**src/logic/flash_ecc_consts.vh**
```
`ifndef FLASH_ECC_CONSTS_VH
`define FLASH_ECC_CONSTS_VH

// ----------------------------------------------------------------------------
// Register map (byte addresses)
// ----------------------------------------------------------------------------
`define REG_FAULT_DATA      8'h00
`define REG_STATUS          8'h04
`define REG_CONTROL         8'h08
`define REG_ADDR_W          8

// ----------------------------------------------------------------------------
// Field positions and reset values
// ----------------------------------------------------------------------------
`define STAT_PENDING_BIT    0
`define STAT_RESET_SEEN_BIT 1
`define CTRL_CAPTURE_EN_BIT 0
`define CTRL_RESET          32'h0000_0001
`define FAULT_DATA_RESET    32'h0000_0000

// ----------------------------------------------------------------------------
// Flash access kinds
// ----------------------------------------------------------------------------
`define ACC_READ            2'h0
`define ACC_PROGRAM         2'h1
`define ACC_ERASE           2'h2

// ----------------------------------------------------------------------------
// Bus responses
// ----------------------------------------------------------------------------
`define RESP_OKAY           2'h0
`define RESP_SLVERR         2'h2

`endif

```
**src/logic/ecc_hazard_tracker.v**
```verilog
`timescale 1ns/10ps
`default_nettype none
`include "flash_ecc_consts.vh"

module ecc_hazard_tracker (
    input  wire        aclk,
    input  wire        aresetn,
    input  wire        acc_valid,
    input  wire [1:0]  acc_kind,
    input  wire        acc_dbl_err,
    output reg         pending,
    output reg         fire
);

    // ------------------------------------------------------------------------
    // Pending hazard and reset request
    // ------------------------------------------------------------------------
    always @(posedge aclk) begin
        if (!aresetn) begin
            pending <= 1'b0;
            fire    <= 1'b0;
        end else begin
            fire <= 1'b0;
            if (acc_valid) begin
                case (acc_kind)
                    `ACC_READ: begin
                        pending <= acc_dbl_err;
                    end
                    `ACC_PROGRAM: begin
                        fire    <= pending;
                        pending <= 1'b0;
                    end
                    `ACC_ERASE: begin
                        // Erase is harmless and the hazard survives it
                        pending <= pending;
                    end
                    default: begin
                        pending <= pending;
                    end
                endcase
            end
        end
    end

endmodule // ecc_hazard_tracker

`default_nettype wire

```
**src/logic/flash_ecc_error_tracking.v**
```verilog
// Contract
// - Program after double-bit error raises functional reset
// - Clean read clears pending hazard
// - Erase never raises the reset
// - Capture bus data of last enabled event
// - Fault data stored byte-reversed; software swaps
`timescale 1ns/10ps
`default_nettype none
`include "flash_ecc_consts.vh"

module flash_ecc_error_tracking (
    input  wire        aclk,
    input  wire        aresetn,
    // Flash access observation, same clock domain
    input  wire        acc_valid,
    input  wire [1:0]  acc_kind,
    input  wire        acc_dbl_err,
    input  wire        acc_ecc_event,
    input  wire [31:0] acc_rdata,
    output reg         func_reset_req,
    output reg         hazard_pending,
    // AXI4-Lite slave
    input  wire [7:0]  s_axi_awaddr,
    input  wire        s_axi_awvalid,
    output reg         s_axi_awready,
    input  wire [31:0] s_axi_wdata,
    input  wire [3:0]  s_axi_wstrb,
    input  wire        s_axi_wvalid,
    output reg         s_axi_wready,
    output reg  [1:0]  s_axi_bresp,
    output reg         s_axi_bvalid,
    input  wire        s_axi_bready,
    input  wire [7:0]  s_axi_araddr,
    input  wire        s_axi_arvalid,
    output reg         s_axi_arready,
    output reg  [31:0] s_axi_rdata,
    output reg  [1:0]  s_axi_rresp,
    output reg         s_axi_rvalid,
    input  wire        s_axi_rready
);

    // ------------------------------------------------------------------------
    // Helpers
    // ------------------------------------------------------------------------
    function [31:0] swap_bytes;
        input [31:0] w;
        begin
            swap_bytes = {w[7:0], w[15:8], w[23:16], w[31:24]};
        end
    endfunction

    function mapped;
        input [7:0] a;
        begin
            mapped = (a == `REG_FAULT_DATA) || (a == `REG_STATUS) ||
                     (a == `REG_CONTROL);
        end
    endfunction

    // ------------------------------------------------------------------------
    // Hazard tracking
    // ------------------------------------------------------------------------
    wire pending;
    wire fire;

    ecc_hazard_tracker u_tracker (
        .aclk        (aclk),
        .aresetn     (aresetn),
        .acc_valid   (acc_valid),
        .acc_kind    (acc_kind),
        .acc_dbl_err (acc_dbl_err),
        .pending     (pending),
        .fire        (fire)
    );

    // Reset value of the control word; only its enable bit is kept
    localparam [31:0] ctrl_init = `CTRL_RESET;

    reg        capture_en;
    reg [31:0] fault_data;
    reg        reset_seen;
    reg        clr_seen;

    always @(posedge aclk) begin
        if (!aresetn) begin
            func_reset_req <= 1'b0;
            hazard_pending <= 1'b0;
        end else begin
            func_reset_req <= fire;
            hazard_pending <= pending;
        end
    end

    // Only events qualified by the enable update the capture register, so the
    // value always belongs to the last event software asked to keep
    always @(posedge aclk) begin
        if (!aresetn) begin
            fault_data <= `FAULT_DATA_RESET;
        end else if (acc_valid && acc_ecc_event && capture_en) begin
            fault_data <= swap_bytes(acc_rdata);
        end
    end

    // Sticky record of a requested reset; set wins over a clear
    always @(posedge aclk) begin
        if (!aresetn) begin
            reset_seen <= 1'b0;
        end else if (fire) begin
            reset_seen <= 1'b1;
        end else if (clr_seen) begin
            reset_seen <= 1'b0;
        end
    end

    // ------------------------------------------------------------------------
    // AXI4-Lite write path
    // ------------------------------------------------------------------------
    reg        aw_held;
    reg        w_held;
    reg [7:0]  aw_addr;
    reg [31:0] w_data;
    reg [3:0]  w_strb;
    wire       do_write = aw_held && w_held && !s_axi_bvalid;

    always @(posedge aclk) begin
        if (!aresetn) begin
            aw_held       <= 1'b0;
            w_held        <= 1'b0;
            aw_addr       <= 8'h00;
            w_data        <= 32'h0000_0000;
            w_strb        <= 4'h0;
            s_axi_awready <= 1'b0;
            s_axi_wready  <= 1'b0;
            s_axi_bvalid  <= 1'b0;
            s_axi_bresp   <= `RESP_OKAY;
            capture_en    <= ctrl_init[`CTRL_CAPTURE_EN_BIT];
            clr_seen      <= 1'b0;
        end else begin
            clr_seen      <= 1'b0;
            s_axi_awready <= !aw_held && !s_axi_awready && s_axi_awvalid;
            s_axi_wready  <= !w_held && !s_axi_wready && s_axi_wvalid;
            if (s_axi_awvalid && s_axi_awready) begin
                aw_held <= 1'b1;
                aw_addr <= s_axi_awaddr;
            end
            if (s_axi_wvalid && s_axi_wready) begin
                w_held <= 1'b1;
                w_data <= s_axi_wdata;
                w_strb <= s_axi_wstrb;
            end
            if (do_write) begin
                aw_held      <= 1'b0;
                w_held       <= 1'b0;
                s_axi_bvalid <= 1'b1;
                s_axi_bresp  <= mapped(aw_addr) ? `RESP_OKAY : `RESP_SLVERR;
                if (aw_addr == `REG_CONTROL && w_strb[0]) begin
                    capture_en <= w_data[`CTRL_CAPTURE_EN_BIT];
                end
                // Write one to clear the sticky reset record
                if (aw_addr == `REG_STATUS && w_strb[0]) begin
                    clr_seen <= w_data[`STAT_RESET_SEEN_BIT];
                end
            end else if (s_axi_bvalid && s_axi_bready) begin
                s_axi_bvalid <= 1'b0;
            end
        end
    end

    // ------------------------------------------------------------------------
    // AXI4-Lite read path
    // ------------------------------------------------------------------------
    reg [31:0] next_rdata;

    always @* begin
        next_rdata = 32'h0000_0000;
        case (s_axi_araddr)
            `REG_FAULT_DATA: next_rdata = fault_data;
            `REG_STATUS: begin
                next_rdata[`STAT_PENDING_BIT]    = pending;
                next_rdata[`STAT_RESET_SEEN_BIT] = reset_seen;
            end
            `REG_CONTROL: next_rdata[`CTRL_CAPTURE_EN_BIT] = capture_en;
            default: next_rdata = 32'h0000_0000;
        endcase
    end

    always @(posedge aclk) begin
        if (!aresetn) begin
            s_axi_arready <= 1'b0;
            s_axi_rvalid  <= 1'b0;
            s_axi_rdata   <= 32'h0000_0000;
            s_axi_rresp   <= `RESP_OKAY;
        end else begin
            s_axi_arready <= 1'b0;
            if (s_axi_arvalid && s_axi_arready) begin
                s_axi_rvalid <= 1'b1;
                s_axi_rdata  <= next_rdata;
                s_axi_rresp  <= mapped(s_axi_araddr) ? `RESP_OKAY : `RESP_SLVERR;
            end else if (s_axi_rvalid && s_axi_rready) begin
                s_axi_rvalid <= 1'b0;
            end else if (s_axi_arvalid && !s_axi_rvalid) begin
                s_axi_arready <= 1'b1;
            end
        end
    end

endmodule // flash_ecc_error_tracking

`default_nettype wire

```
**config.mk**
```make
export PLATFORM = sky130hd
export DESIGN_NAME = flash_ecc_error_tracking
export DESIGN_NICKNAME = d
export VERILOG_FILES = /design/src/logic/ecc_hazard_tracker.v /design/src/logic/flash_ecc_error_tracking.v
export VERILOG_INCLUDE_DIRS = /design/src /design/src/logic
export SDC_FILE = /design/constraint.sdc
export NUM_CORES = 1
export LEC_CHECK = 0
export ABC_AREA = 1
export ABC_CLOCK_PERIOD_IN_PS = 2130
export BUFFER_PORTS_ARGS = -buffer_cell sky130_fd_sc_hd__clkbuf_2
export CAP_MARGIN = 30
export CELL_PAD_IN_SITES_DETAIL_PLACEMENT = 1
export CELL_PAD_IN_SITES_GLOBAL_PLACEMENT = 1
export CORE_ASPECT_RATIO = 0.7
export CORE_MARGIN = 1.5
export CORE_UTILIZATION = 38
export CTS_BUF_LIST = sky130_fd_sc_hd__clkbuf_2 sky130_fd_sc_hd__clkbuf_4 sky130_fd_sc_hd__clkbuf_8
export CTS_CLUSTER_SIZE = 28
export DETAILED_ROUTE_END_ITERATION = 8
export GPL_TIMING_DRIVEN = 0
export PLACE_DENSITY = 0.88
export SYNTH_ARGS = -nofsm -noshare
export SYNTH_HDL_FRONTEND = slang
export SYNTH_SLANG_ARGS = --single-unit
```
**constraint.sdc**
```tcl
create_clock -name aclk -period 2.13 [get_ports aclk]
set_input_delay 0.426 -clock aclk [delete_from_list [all_inputs] [get_ports aclk]]
set_output_delay 0.426 -clock aclk [all_outputs]
set_load 0.1 [all_outputs]
```
; Word-level counts from Yosys, hierarchy flattened
; Cells that the tools add are included.
[totals]
register_bits = 93
out_inout_bits = 43
in_bits = 96
ram_bits = 0
rom_bits = 0
latchBits = 0
n_memories = 0
[classes]
div = 0
mux = 13
order_cmp = 0
addsub = 0
n_bitwise = 1
multipliers = 0
reduce_logical = 39
n_eq_ne = 5
shifts = 0
[ops]
columns = op, count
row1 = $mux W30, 1
row2 = $eq A8 B3 Y1 const B, 2
row3 = $eq A8 B4 Y1 const B, 2
row4 = $logic_and A1 B1 Y1, 16
row5 = $logic_not A8 Y1, 2
row6 = $reduce_bool A2 Y1, 4
row7 = $mux W1, 7
row8 = $logic_not A1 Y1, 6
row9 = $reduce_and A3 Y1, 2
row10 = $logic_or A1 B1 Y1, 4
row11 = $mux W2, 2
row12 = $pmux W1 S2, 2
row13 = $reduce_and A2 Y1, 2
row14 = $pmux W1 S3, 1
row15 = $reduce_or A3 Y1, 1
row16 = $eq A2 B1 Y1 const B, 1
row17 = $logic_not A2 Y1, 1
row18 = $reduce_or A2 Y1, 1
row19 = $not A1 Y1, 1

; Depth between registers and ports, before layout
; Gate-level depths: netlist of run 1.
[depth]
ltp_word = 4
mapped_depth = 7

; Cells and area by module
; A second synthesis of run 1 with hierarchy kept.
[hier_totals]
hier_cells = 432
hier_area_um2 = 3384.5
[modules_own_cells]
columns = module, cells_each, n_inst, area_each_um2
row1 = flash_ecc_error_tracking, 419, 1, 3299.4
row2 = ecc_hazard_tracker, 13, 1, 85.1

; Least setup slack after synthesis of run 1
; OpenSTA, ideal clock, no wires.
[synth_timing]
path_type = register -> register
from = register s_axi_arready
to = register s_axi_rdata[22]
path_buffers = 2
arrival_time_ns = 1.743
path_slack_ns = 0.316
stages_incl_launch_ff = 7
t_required_ns = 2.059
period_less_slack_ns = 1.814
cell_sequence = dfxtp_1 -> nand2_1 -> inv_2 -> buf_4 -> buf_2 -> o21ai_0 -> a21oi_1
[synth_via]
elab_chain_cells = 1
[synth_lines]
columns = element, line
row1 = "start, declared", flash_ecc_error_tracking.v:35  ; output reg s_axi_arready,
row2 = "start signal, assigned", flash_ecc_error_tracking.v:189  ; s_axi_arready <= 1'b0;
row3 = "start signal, assigned", flash_ecc_error_tracking.v:194  ; s_axi_arready <= 1'b0;
row4 = "start signal, assigned", flash_ecc_error_tracking.v:202  ; s_axi_arready <= 1'b1;
row5 = $logic_and A1 B1 Y1, flash_ecc_error_tracking.v:195  ; if (s_axi_arvalid && s_axi_arready) begin
row6 = "end signal, assigned", flash_ecc_error_tracking.v:197  ; s_axi_rdata <= next_rdata;
row7 = "end, declared", flash_ecc_error_tracking.v:36  ; output reg [31:0] s_axi_rdata,
; No other way between the ends.
; A chain may end at the register's enable or synchronous reset.

; Final worst setup path of run 1
[layout_timing]
from = register s_axi_wready
to = output port s_axi_wready
[layout_rtl]
columns = element, line
row1 = "start, declared", flash_ecc_error_tracking.v:29  ; output reg s_axi_wready,
row2 = "start signal, assigned", flash_ecc_error_tracking.v:141  ; s_axi_wready <= !w_held && !s_axi_wready && s_axi_wvalid;
; No word-level cell between the ends.

==> metrics.cfg, run 1 <==
[global_routing]
grt_pass1_wl_um=15300
grt_max_degree=15
grt_pass1_vias=3261
globalRouteOverflowTotal=0
grt_antenna_before_repair=0
grtUsageTotal_pct=21.1

[clock_tree]
tritoncts=done
htreeDepth=3
post-cts-setup-buffer-count=0
clk_latency_ns=0.37
clkTransAtPathRegs_ns=0.09
cts.sinks=91
ctsHoldBuffers=0
clock-root-buffer=clkbuf_8
cts_resized=0
cts_made_buffers=9
cts.path.max_buffers=2

[critical_path]
worstPathArrival_ns=1.22
critPathKind=flip-flop to output port
crit_fanout=3
rr_endpoint=fault_data[20]
critPathSlowestCell=clkbuf_2
path_cells=clkbuf_2
reg2reg_depth=4
worstPathBufferInverterCount=1
timing.rr.start=capture_en
crit_required_ns=1.70
setup.worst_path.start_class=flip-flop
cpPeakStageDelay_ns=0.48
cp_top_family=buffers and inverters
timing.reg2reg.setup_slack_ns=0.82
end_kind=output port

[logic_synthesis]
yosysUniqueCellTypes=28
yosysWarnings=0
avgSynthCellArea_um2=7.94
syn_area_um2=3420
yosysSeqAreaShare_pct=53.3
yosys.area.top_type=dfxtp_1
synth_top_area_share_pct=53.3
ys_seq_elements=91
synth_cells=430
ys_top_cells_by_area=dfxtp_1 53%, o21ai_0 10%, a21oi_1 9.4%

[floorplan]
die_y_um=82.3
row_count=28
dieArea_um2=9580
core-area_um2=8580
die_x_um=116
ios=139
start_util_pct=39.8

[routing]
drcViolationCount=0
drt-total-wl_um=9450
postRouteAntennaNets=0
vias_per_cell=4.74
vias=3163
drt_iter0_drc=206
first_pass_iters=4
post_drt_wl_per_cell_um=14.1

[layout]
fill_cells=1091
layout-drive-gt1-share_pct=27.4
diodes=0
synthToLayoutAreaGrowth_pct=25.1
final_cell_mix=102 x clkbuf_2, 91 x dfxtp_1, 69 x o21ai_0, 64 x a21oi_1, 59 x nand2_1
final_common_cell=clkbuf_2
post-route-util_pct=49.8
nNetsFinal=640
final_area_um2=4270
stdcell_count=668

[timing]
fmax_mhz=608
whs_ns=0.276
fin_crit_ns=1.65
grt_setup_unrepaired=no
drv_slew=0
skew_ns=0.00886
worst_pin_slew_ns=0.583
setup_tns_ns=0
max-slew-margin-rel_pct=61.3
setup_viol=0
hold_violations=0
fin_crit_sh_pct=77.3

[placed_design]
dp_hpwl_um=7310
numPortBuffers=102
post-place-cells=653
place_area_um2=4080
gp_congestion=0.799

[hold_path]
hold_start=s_axi_awvalid
whs_path_depth=3
holdCritPathClass=input pin to flip-flop
hold_end=s_axi_awready

[pwr]
vdd_drop_max_v=0.000375
power.density_nw_per_um2=835
p_leak_uw=0.00192

[run_status]
outcome=completed

[job]
cap_violations=0

[state kept, by name, summed over array words and instances, names as in the netlist, 2 cells and up]
register	cells
aw_addr	8
fault_data	32
s_axi_rdata	32
w_data	2
[per-stage QoR]
stage	worst slack [ns]	total power, uW
after CTS	0.466	3600
after global routing	0.435	3730
after global placement	0.670	2430
after floorplan	0.316	2290
after detailed placement	0.628	2450
final	0.484	3570
[kinds of logic (layout without fill, tap and decap cells)]
group | Yosys count | count (layout) | synth area share (%)
compound gates | 146 | 146 | 22.1
other cells | 1 | 2 | 0.110
simple gates | 115 | 115 | 14.4
buf+inv | 77 | 194 | 10.0
flops | 91 | 91 | 53.3
[worst max path at each step]
| stage | from | to | slack, ns | cells past startpoint |
|---|---|---|---|---|
| after floorplan | s_axi_arready | s_axi_rdata[22] | 0.32 | 6 |
| after global placement | acc_valid | fault_data[7] | 0.67 | 5 |
| after detailed placement | acc_valid | fault_data[8] | 0.63 | 5 |
| after CTS | s_axi_wready | s_axi_wready | 0.47 | 1 |
| after global routing | s_axi_awready | s_axi_awready | 0.43 | 1 |
| final | s_axi_wready | s_axi_wready | 0.48 | 1 |
[where the power goes]
| part | switching [uW] | total, uW | internal (uW) |
|---|---|---|---|
| clock | 595 | 1160 | 564 |
| combinational | 439 | 575 | 136 |
| sequential | 45.5 | 1830 | 1790 |
[Yosys cell counts, drive strengths merged]
cell type	n
conb	1
nor2	36
or2	2
a21oi	69
o21ai	75
nand3	9
o211ai	1
a211oi	1
nand2	61
inv	50
clkbuf	8
nand4	1
buf	19
nand3b	2
nor3	4
dfxtp	91
[layer usage]
layer,vias to the layer above,share of wire (%),track usage (%)
met4,0,1.4,6.22
met3,13,5.7,6.64
li1,1621,-,-
met1,1458,46,25.8
met5,-,0,0
met2,71,47,36.3
[cell type report]
cell class / count / area [um2] / share of cell area (%)
flip-flops and latches: 91 / 1820 / 42.6
multi-input cells: 263 / 1250 / 29.4
repair buffers: 102 / 510 / 12.0
inverters: 50 / 188 / 4.39
plain buffers: 27 / 155 / 3.63
well taps: 120 / 150 / 3.51
clock buffers: 10 / 138 / 3.22
clock inverters: 5 / 53.8 / 1.26
Note: power is estimated with default switching activity, not from simulation.
==> run 2, diff against run 1 <==
--- a/config.mk
+++ b/config.mk
@@ -6,20 +6,20 @@
 export SDC_FILE = /design/constraint.sdc
 export NUM_CORES = 1
 export LEC_CHECK = 0
-export ABC_AREA = 1
-export ABC_CLOCK_PERIOD_IN_PS = 2130
+export ABC_AREA = 0
+export ABC_CLOCK_PERIOD_IN_PS = 1400
 export BUFFER_PORTS_ARGS = -buffer_cell sky130_fd_sc_hd__clkbuf_2
 export CAP_MARGIN = 30
 export CELL_PAD_IN_SITES_DETAIL_PLACEMENT = 1
 export CELL_PAD_IN_SITES_GLOBAL_PLACEMENT = 1
 export CORE_ASPECT_RATIO = 0.7
 export CORE_MARGIN = 1.5
-export CORE_UTILIZATION = 38
+export CORE_UTILIZATION = 33
 export CTS_BUF_LIST = sky130_fd_sc_hd__clkbuf_2 sky130_fd_sc_hd__clkbuf_4 sky130_fd_sc_hd__clkbuf_8
 export CTS_CLUSTER_SIZE = 28
 export DETAILED_ROUTE_END_ITERATION = 8
 export GPL_TIMING_DRIVEN = 0
-export PLACE_DENSITY = 0.88
+export PLACE_DENSITY = 0.79
 export SYNTH_ARGS = -nofsm -noshare
 export SYNTH_HDL_FRONTEND = slang
 export SYNTH_SLANG_ARGS = --single-unit
==> constraint.sdc (replaced) <==
create_clock -name aclk -period 1.4 [get_ports aclk]
set_input_delay 0.28 -clock aclk [delete_from_list [all_inputs] [get_ports aclk]]
set_output_delay 0.28 -clock aclk [all_outputs]
set_load 0.1 [all_outputs]
==> metrics.cfg, run 2 <==
[critical_path]
worstPathBufferInverterCount=1
critPathSlowestCell=dfxtp_4
cp_top_family=flip-flops
rr_endpoint=s_axi_rdata[27]
reg2reg_depth=5
worstPathArrival_ns=1.09
crit_fanout=5
critPathKind=flip-flop to output port
cp.depth=1
path_cells=clkbuf_4
crit_required_ns=1.12
end_kind=output port
setup.worst_path.start_class=flip-flop
timing.reg2reg.setup_slack_ns=0.06
cpPeakStageDelay_ns=0.38
timing.rr.start=s_axi_arready

[logic_synthesis]
synth_mux_area_share_pct=0.585
synthFlopType=dfxtp_1
synthSimpleGateAreaFrac_pct=22.9
yosys-top-cells-count=91 x dfxtp_1, 83 x nand2_1, 44 x a21boi_0
yosys.area.top_type=dfxtp_1
yosysWarnings=0
ys_top_cells_by_area=dfxtp_1 53%, a21boi_0 9.7%, nand2_1 9.1%
synth_cells=370
syn_area_um2=3420
async_flop_share_pct=0
synth-xor-area-share_pct=0
synth_edf_count=0
avgSynthCellArea_um2=9.24
ys_seq_elements=91
yosysUniqueCellTypes=33
synthAdderAreaFrac_pct=0
synth_top_area_share_pct=53.3
yosysMostFrequentCell=dfxtp_1
yosysSeqAreaShare_pct=53.3
synth-compound-area-share_pct=18.8
synth_top_family_by_area=simple AND/OR/NAND/NOR gates

[layout]
fill_cells=1205
largest_registers=fault_data: 32 flops, s_axi_rdata: 32 flops, aw_addr: 8 flops
layout-drive-gt1-share_pct=34.0
synthToLayoutAreaGrowth_pct=33.1
multi_input_area_um2=1590
post-route-util_pct=46.1
nNetsFinal=579
final_common_cell=dfxtp_1
final_cell_mix=87 x dfxtp_1, 83 x nand2_1, 66 x clkbuf_2, 44 x a21boi_0, 34 x nor2b_1
diodes=0
seq_area_um2=1830

[timing]
skew_ns=0.00709
grt_setup_unrepaired=yes
fin_crit_ns=1.37
fin_crit_sh_pct=97.8
setup_tns_ns=0
drv_slew=0
fmax_mhz=730
hold_violations=0
setup_viol=0

[global_routing]
grt_max_degree=15
grtUsageTotal_pct=19.0
grt_pass1_wl_um=16000
grt_pass1_vias=3098
globalRouteOverflowTotal=0
grt_antenna_before_repair=0

[routing]
vias_per_cell=4.86
drcViolationCount=0
drt_iter0_drc=95
post_drt_wl_per_cell_um=16.1
drt-total-wl_um=9920
vias=2996
postRouteAntennaNets=0
first_pass_iters=4

[pwr]
power.density_nw_per_um2=1070
switching_share_pct=26.1
comb_power_share_pct=9.6
seqPwrFrac_pct=55.7
p_sw_uw=1270
vdd_drop_max_v=0.000475
clkPwrFrac_pct=34.7
power.internal_uw=3580
p_leak_uw=0.00177

[clock_tree]
cts_made_buffers=9
clkTransAtPathRegs_ns=0.09
cts.sinks=91
clock-root-buffer=clkbuf_8
htreeDepth=3
ctsHoldBuffers=0
cts.path.max_buffers=2
clk_latency_ns=0.37
tritoncts=done

[floorplan]
dieArea_um2=11000
core-area_um2=9870
die_x_um=125
start_util_pct=34.6
ios=139
row_count=30
die_y_um=88.2

[run_status]
outcome=completed

[placed_design]
gp_congestion=0.751
numPortBuffers=102
dp_hpwl_um=7510

[hold_path]
whs_path_depth=3
holdCritPathClass=input pin to flip-flop
hold_end=fault_data[11]
hold_start=acc_rdata[19]

[job]
cap_violations=0

-- run 2: cell types whose count changed in the layout (fill, tap and decap cells not counted), sizes merged, moves of 3 or more --
cell | previous run | this run
nor2 | 36 | 5
a21oi | 69 | 7
nor2b | 0 | 34
o21ai | 75 | 3
clkbuf | 120 | 116
a22oi | 0 | 31
and2 | 0 | 3
nand3 | 9 | 13
a21boi | 0 | 44
buf | 19 | 24
nand2b | 0 | 4
inv | 50 | 1
nand2 | 61 | 84
-- run 2: what timing repair did --
item / CTS / global route
pin swaps: 1 / 0
buffers inserted: 0 / 0
cloned: 0 / 0
resized for setup: 52 / 25
endpoints found under the setup margin: 73 / 50
-- run 2: area by class of cell --
cell class | count | area share, %
buffer | 26 | 3.30
inverter | 1 | 0.0825
tap | 128 | 3.52
timing repair buffer | 102 | 14.0
clock inverter | 4 | 0.550
multi-input combinational | 252 | 34.9
clock buffer | 12 | 3.49
sequential | 91 | 40.2
-- run 2: worst max path at each step --
stage / to / from / slack (ns)
global placement: s_axi_rdata[10] / s_axi_araddr[7] / -0.31
global route: s_axi_rdata[27] / s_axi_rdata[27] / -0.03
finish: s_axi_arready / s_axi_arready / 0.03
floorplan: s_axi_rdata[10] / s_axi_araddr[7] / -0.18
detailed placement: s_axi_rdata[27] / s_axi_araddr[7] / -0.41
CTS: s_axi_rdata[16] / s_axi_rdata[16] / 0.004
-- run 2: cell families (layout without fill, tap and decap cells) --
| kind of cell | count (synthesis) | in the layout |
|---|---|---|
| other cells | 1 | 2 |
| simple gates | 159 | 159 |
| compound gates | 89 | 89 |
| flops | 91 | 91 |
| buf+inv | 28 | 145 |
| mux | 2 | 2 |
-- run 2: stage by stage --
stage               instance area, um2  setup WS (ns)  hold WS [ns]  cells  total power, uW
global placement                  4210         -0.312         0.419    601             3200
global route                      4550        -0.0293         0.128    616             5080
floorplan                         3540         -0.182         0.389    371             3030
CTS                               4530        0.00371         0.129    616             4900
finish                            4550         0.0307         0.141    616             4850
detailed placement                4210         -0.406         0.440    601             3220
-- run 2: power by group through the flow --
| stage | clock network [uW] | logic [uW] | registers, uW |
|---|---|---|---|
| after floorplan | 0 | 215 | 2810 |
| after global placement | 0 | 445 | 2750 |
| after detailed placement | 0 | 459 | 2760 |
| final | 1680 | 468 | 2700 |
| after global routing | 1860 | 513 | 2710 |
| after CTS | 1730 | 470 | 2700 |
-- run 2: metal layers --
layer	up-vias	routed length [um]	global-route usage (%)
met2	91	4450	30.9
met3	12	548	5.68
met4	0	158	6.48
li1	1481	-	-
met5	-	0	0
met1	1412	4760	24.4
-- run 2: worst reg2reg max path, cell delays in order (launching register included) --
cell	delay, ns
dfxtp_4	0.38
nand3b_1	0.12
nor4_4	0.34
buf_6	0.23
a22oi_2	0.07
nor2b_1	0.14
==> run 3, diff against run 2 <==
--- a/config.mk
+++ b/config.mk
@@ -20,6 +20,7 @@
 export DETAILED_ROUTE_END_ITERATION = 8
 export GPL_TIMING_DRIVEN = 0
 export PLACE_DENSITY = 0.79
+export RECOVER_POWER = 50
 export SYNTH_ARGS = -nofsm -noshare
 export SYNTH_HDL_FRONTEND = slang
 export SYNTH_SLANG_ARGS = --single-unit
==> metrics.cfg, run 3 (same netlist as run 2, synthesis figures left out) <==
[routing]
postRouteAntennaNets=0
post_drt_wl_per_cell_um=16.1
vias=2982
first_pass_iters=4
vias_per_cell=4.84
drt-total-wl_um=9930
drcViolationCount=0
drt_iter0_drc=99

[critical_path]
critPathKind=flip-flop to output port
crit_required_ns=1.12
timing.reg2reg.setup_slack_ns=0.06
critPathSlowestCell=dfxtp_4
worstPathBufferInverterCount=1
timing.rr.start=s_axi_arready
reg2reg_depth=5
path_cells=clkbuf_4
cpPeakStageDelay_ns=0.38
end_kind=output port
setup.worst_path.start_class=flip-flop
rr_endpoint=s_axi_rdata[27]
cp_top_family=flip-flops
crit_fanout=5
worstPathArrival_ns=1.09

[global_routing]
grt_antenna_before_repair=0
grt_pass1_vias=3098
grt_pass1_wl_um=16000
globalRouteOverflowTotal=0
grtUsageTotal_pct=19.0
grt_max_degree=15

[timing]
grt_setup_unrepaired=yes
skew_ns=0.0104
drv_slew=0
setup_viol=0
fin_crit_sh_pct=97.8
hold_violations=0
fin_crit_ns=1.37
fmax_mhz=730

[pwr]
power_uw=4860
vdd_drop_max_v=0.000475
power.density_nw_per_um2=1070
p_leak_uw=0.00177

[clock_tree]
clkTransAtPathRegs_ns=0.09
cts_made_buffers=9
cts.path.max_buffers=2
ctsHoldBuffers=0
clock-root-buffer=clkbuf_8
clk_latency_ns=0.37
post-cts-setup-buffer-count=0
cts.sinks=91
tritoncts=done
htreeDepth=3

[layout]
final_area_um2=4550
final_common_cell=dfxtp_1
final_cell_mix=88 x dfxtp_1, 83 x nand2_1, 67 x clkbuf_2, 44 x a21boi_0, 34 x nor2b_1
largest_registers=fault_data: 32 flops, s_axi_rdata: 32 flops, aw_addr: 8 flops
diodes=0
nNetsFinal=579
synthToLayoutAreaGrowth_pct=33.1
layout-drive-gt1-share_pct=33.8
stdcell_count=616

[placed_design]
numPortBuffers=102
post-place-cells=601
gp_congestion=0.751
dp_hpwl_um=7510
place_area_um2=4210

[job]
cap_violations=0

[run_status]
outcome=completed

[floorplan]
start_util_pct=34.6
dieArea_um2=11000
die_y_um=88.2
core-area_um2=9870
ios=139
row_count=30
die_x_um=125

[hold_path]
whs_path_depth=3
hold_start=acc_rdata[19]
holdCritPathClass=input pin to flip-flop
hold_end=fault_data[11]

## run 3: changes by cell type in the layout (fill, tap and decap cells not counted)
cell	change
clkbuf_2	+1
and2_1	-2
dfxtp_2	-1
buf_2	-1
and2_0	+2
dfxtp_1	+1
## run 3: per-stage QoR
stage          TNS, ns  hold WS, ns  util (%)  setup WS [ns]
6_report             0        0.141      46.1         0.0309
5_1_grt        -0.0569        0.128      46.1        -0.0293
4_1_cts              0        0.129      45.9        0.00371
3_5_place_dp    -16.93        0.440      42.6         -0.406
3_3_place_gp    -14.05        0.419      42.6         -0.312
2_1_floorplan    -4.98        0.389         -         -0.182
## run 3: how the worst max path moves through the flow
| stage | start | end | slack (ns) | depth (start not counted) |
|---|---|---|---|---|
| detailed placement | s_axi_araddr[7] | s_axi_rdata[27] | -0.41 | 6 |
| finish | s_axi_arready | s_axi_arready | 0.03 | 1 |
| floorplan | s_axi_araddr[7] | s_axi_rdata[10] | -0.18 | 5 |
| global placement | s_axi_araddr[7] | s_axi_rdata[10] | -0.31 | 6 |
| CTS | s_axi_rdata[16] | s_axi_rdata[16] | 0.004 | 1 |
| global route | s_axi_rdata[27] | s_axi_rdata[27] | -0.03 | 1 |
## run 3: timing repair
item	CTS	global route
pin swaps	1	0
gates resized for setup	52	25
setup endpoints to repair	73	50
## run 3: power by group
group | total [uW] | leakage (uW) | switching [uW] | internal [uW]
clock | 1690 | 0.0000918 | 932 | 757
sequential | 2700 | 0.000740 | 48.8 | 2650
combinational | 467 | 0.000937 | 292 | 175
total | 4860 | 0.00177 | 1270 | 3580
## run 3: routing by layer
metal / global-route usage, % / part of all wire, % / vias up
met5: 0 / 0 / -
met4: 6.48 / 1.7 / 0
met3: 5.68 / 5.3 / 13
met2: 30.9 / 45 / 86
met1: 24.4 / 48 / 1402
li1: - / - / 1481
## run 3: final cells by class
class | instances | area, um2
plain buffers | 26 | 150
clock inverters | 4 | 25.0
well taps | 128 | 160
repair buffers | 102 | 638
flip-flops and latches | 91 | 1830
fillers | 1205 | 5320
clock buffers | 12 | 159
inverters | 1 | 3.75
multi-input cells | 252 | 1590
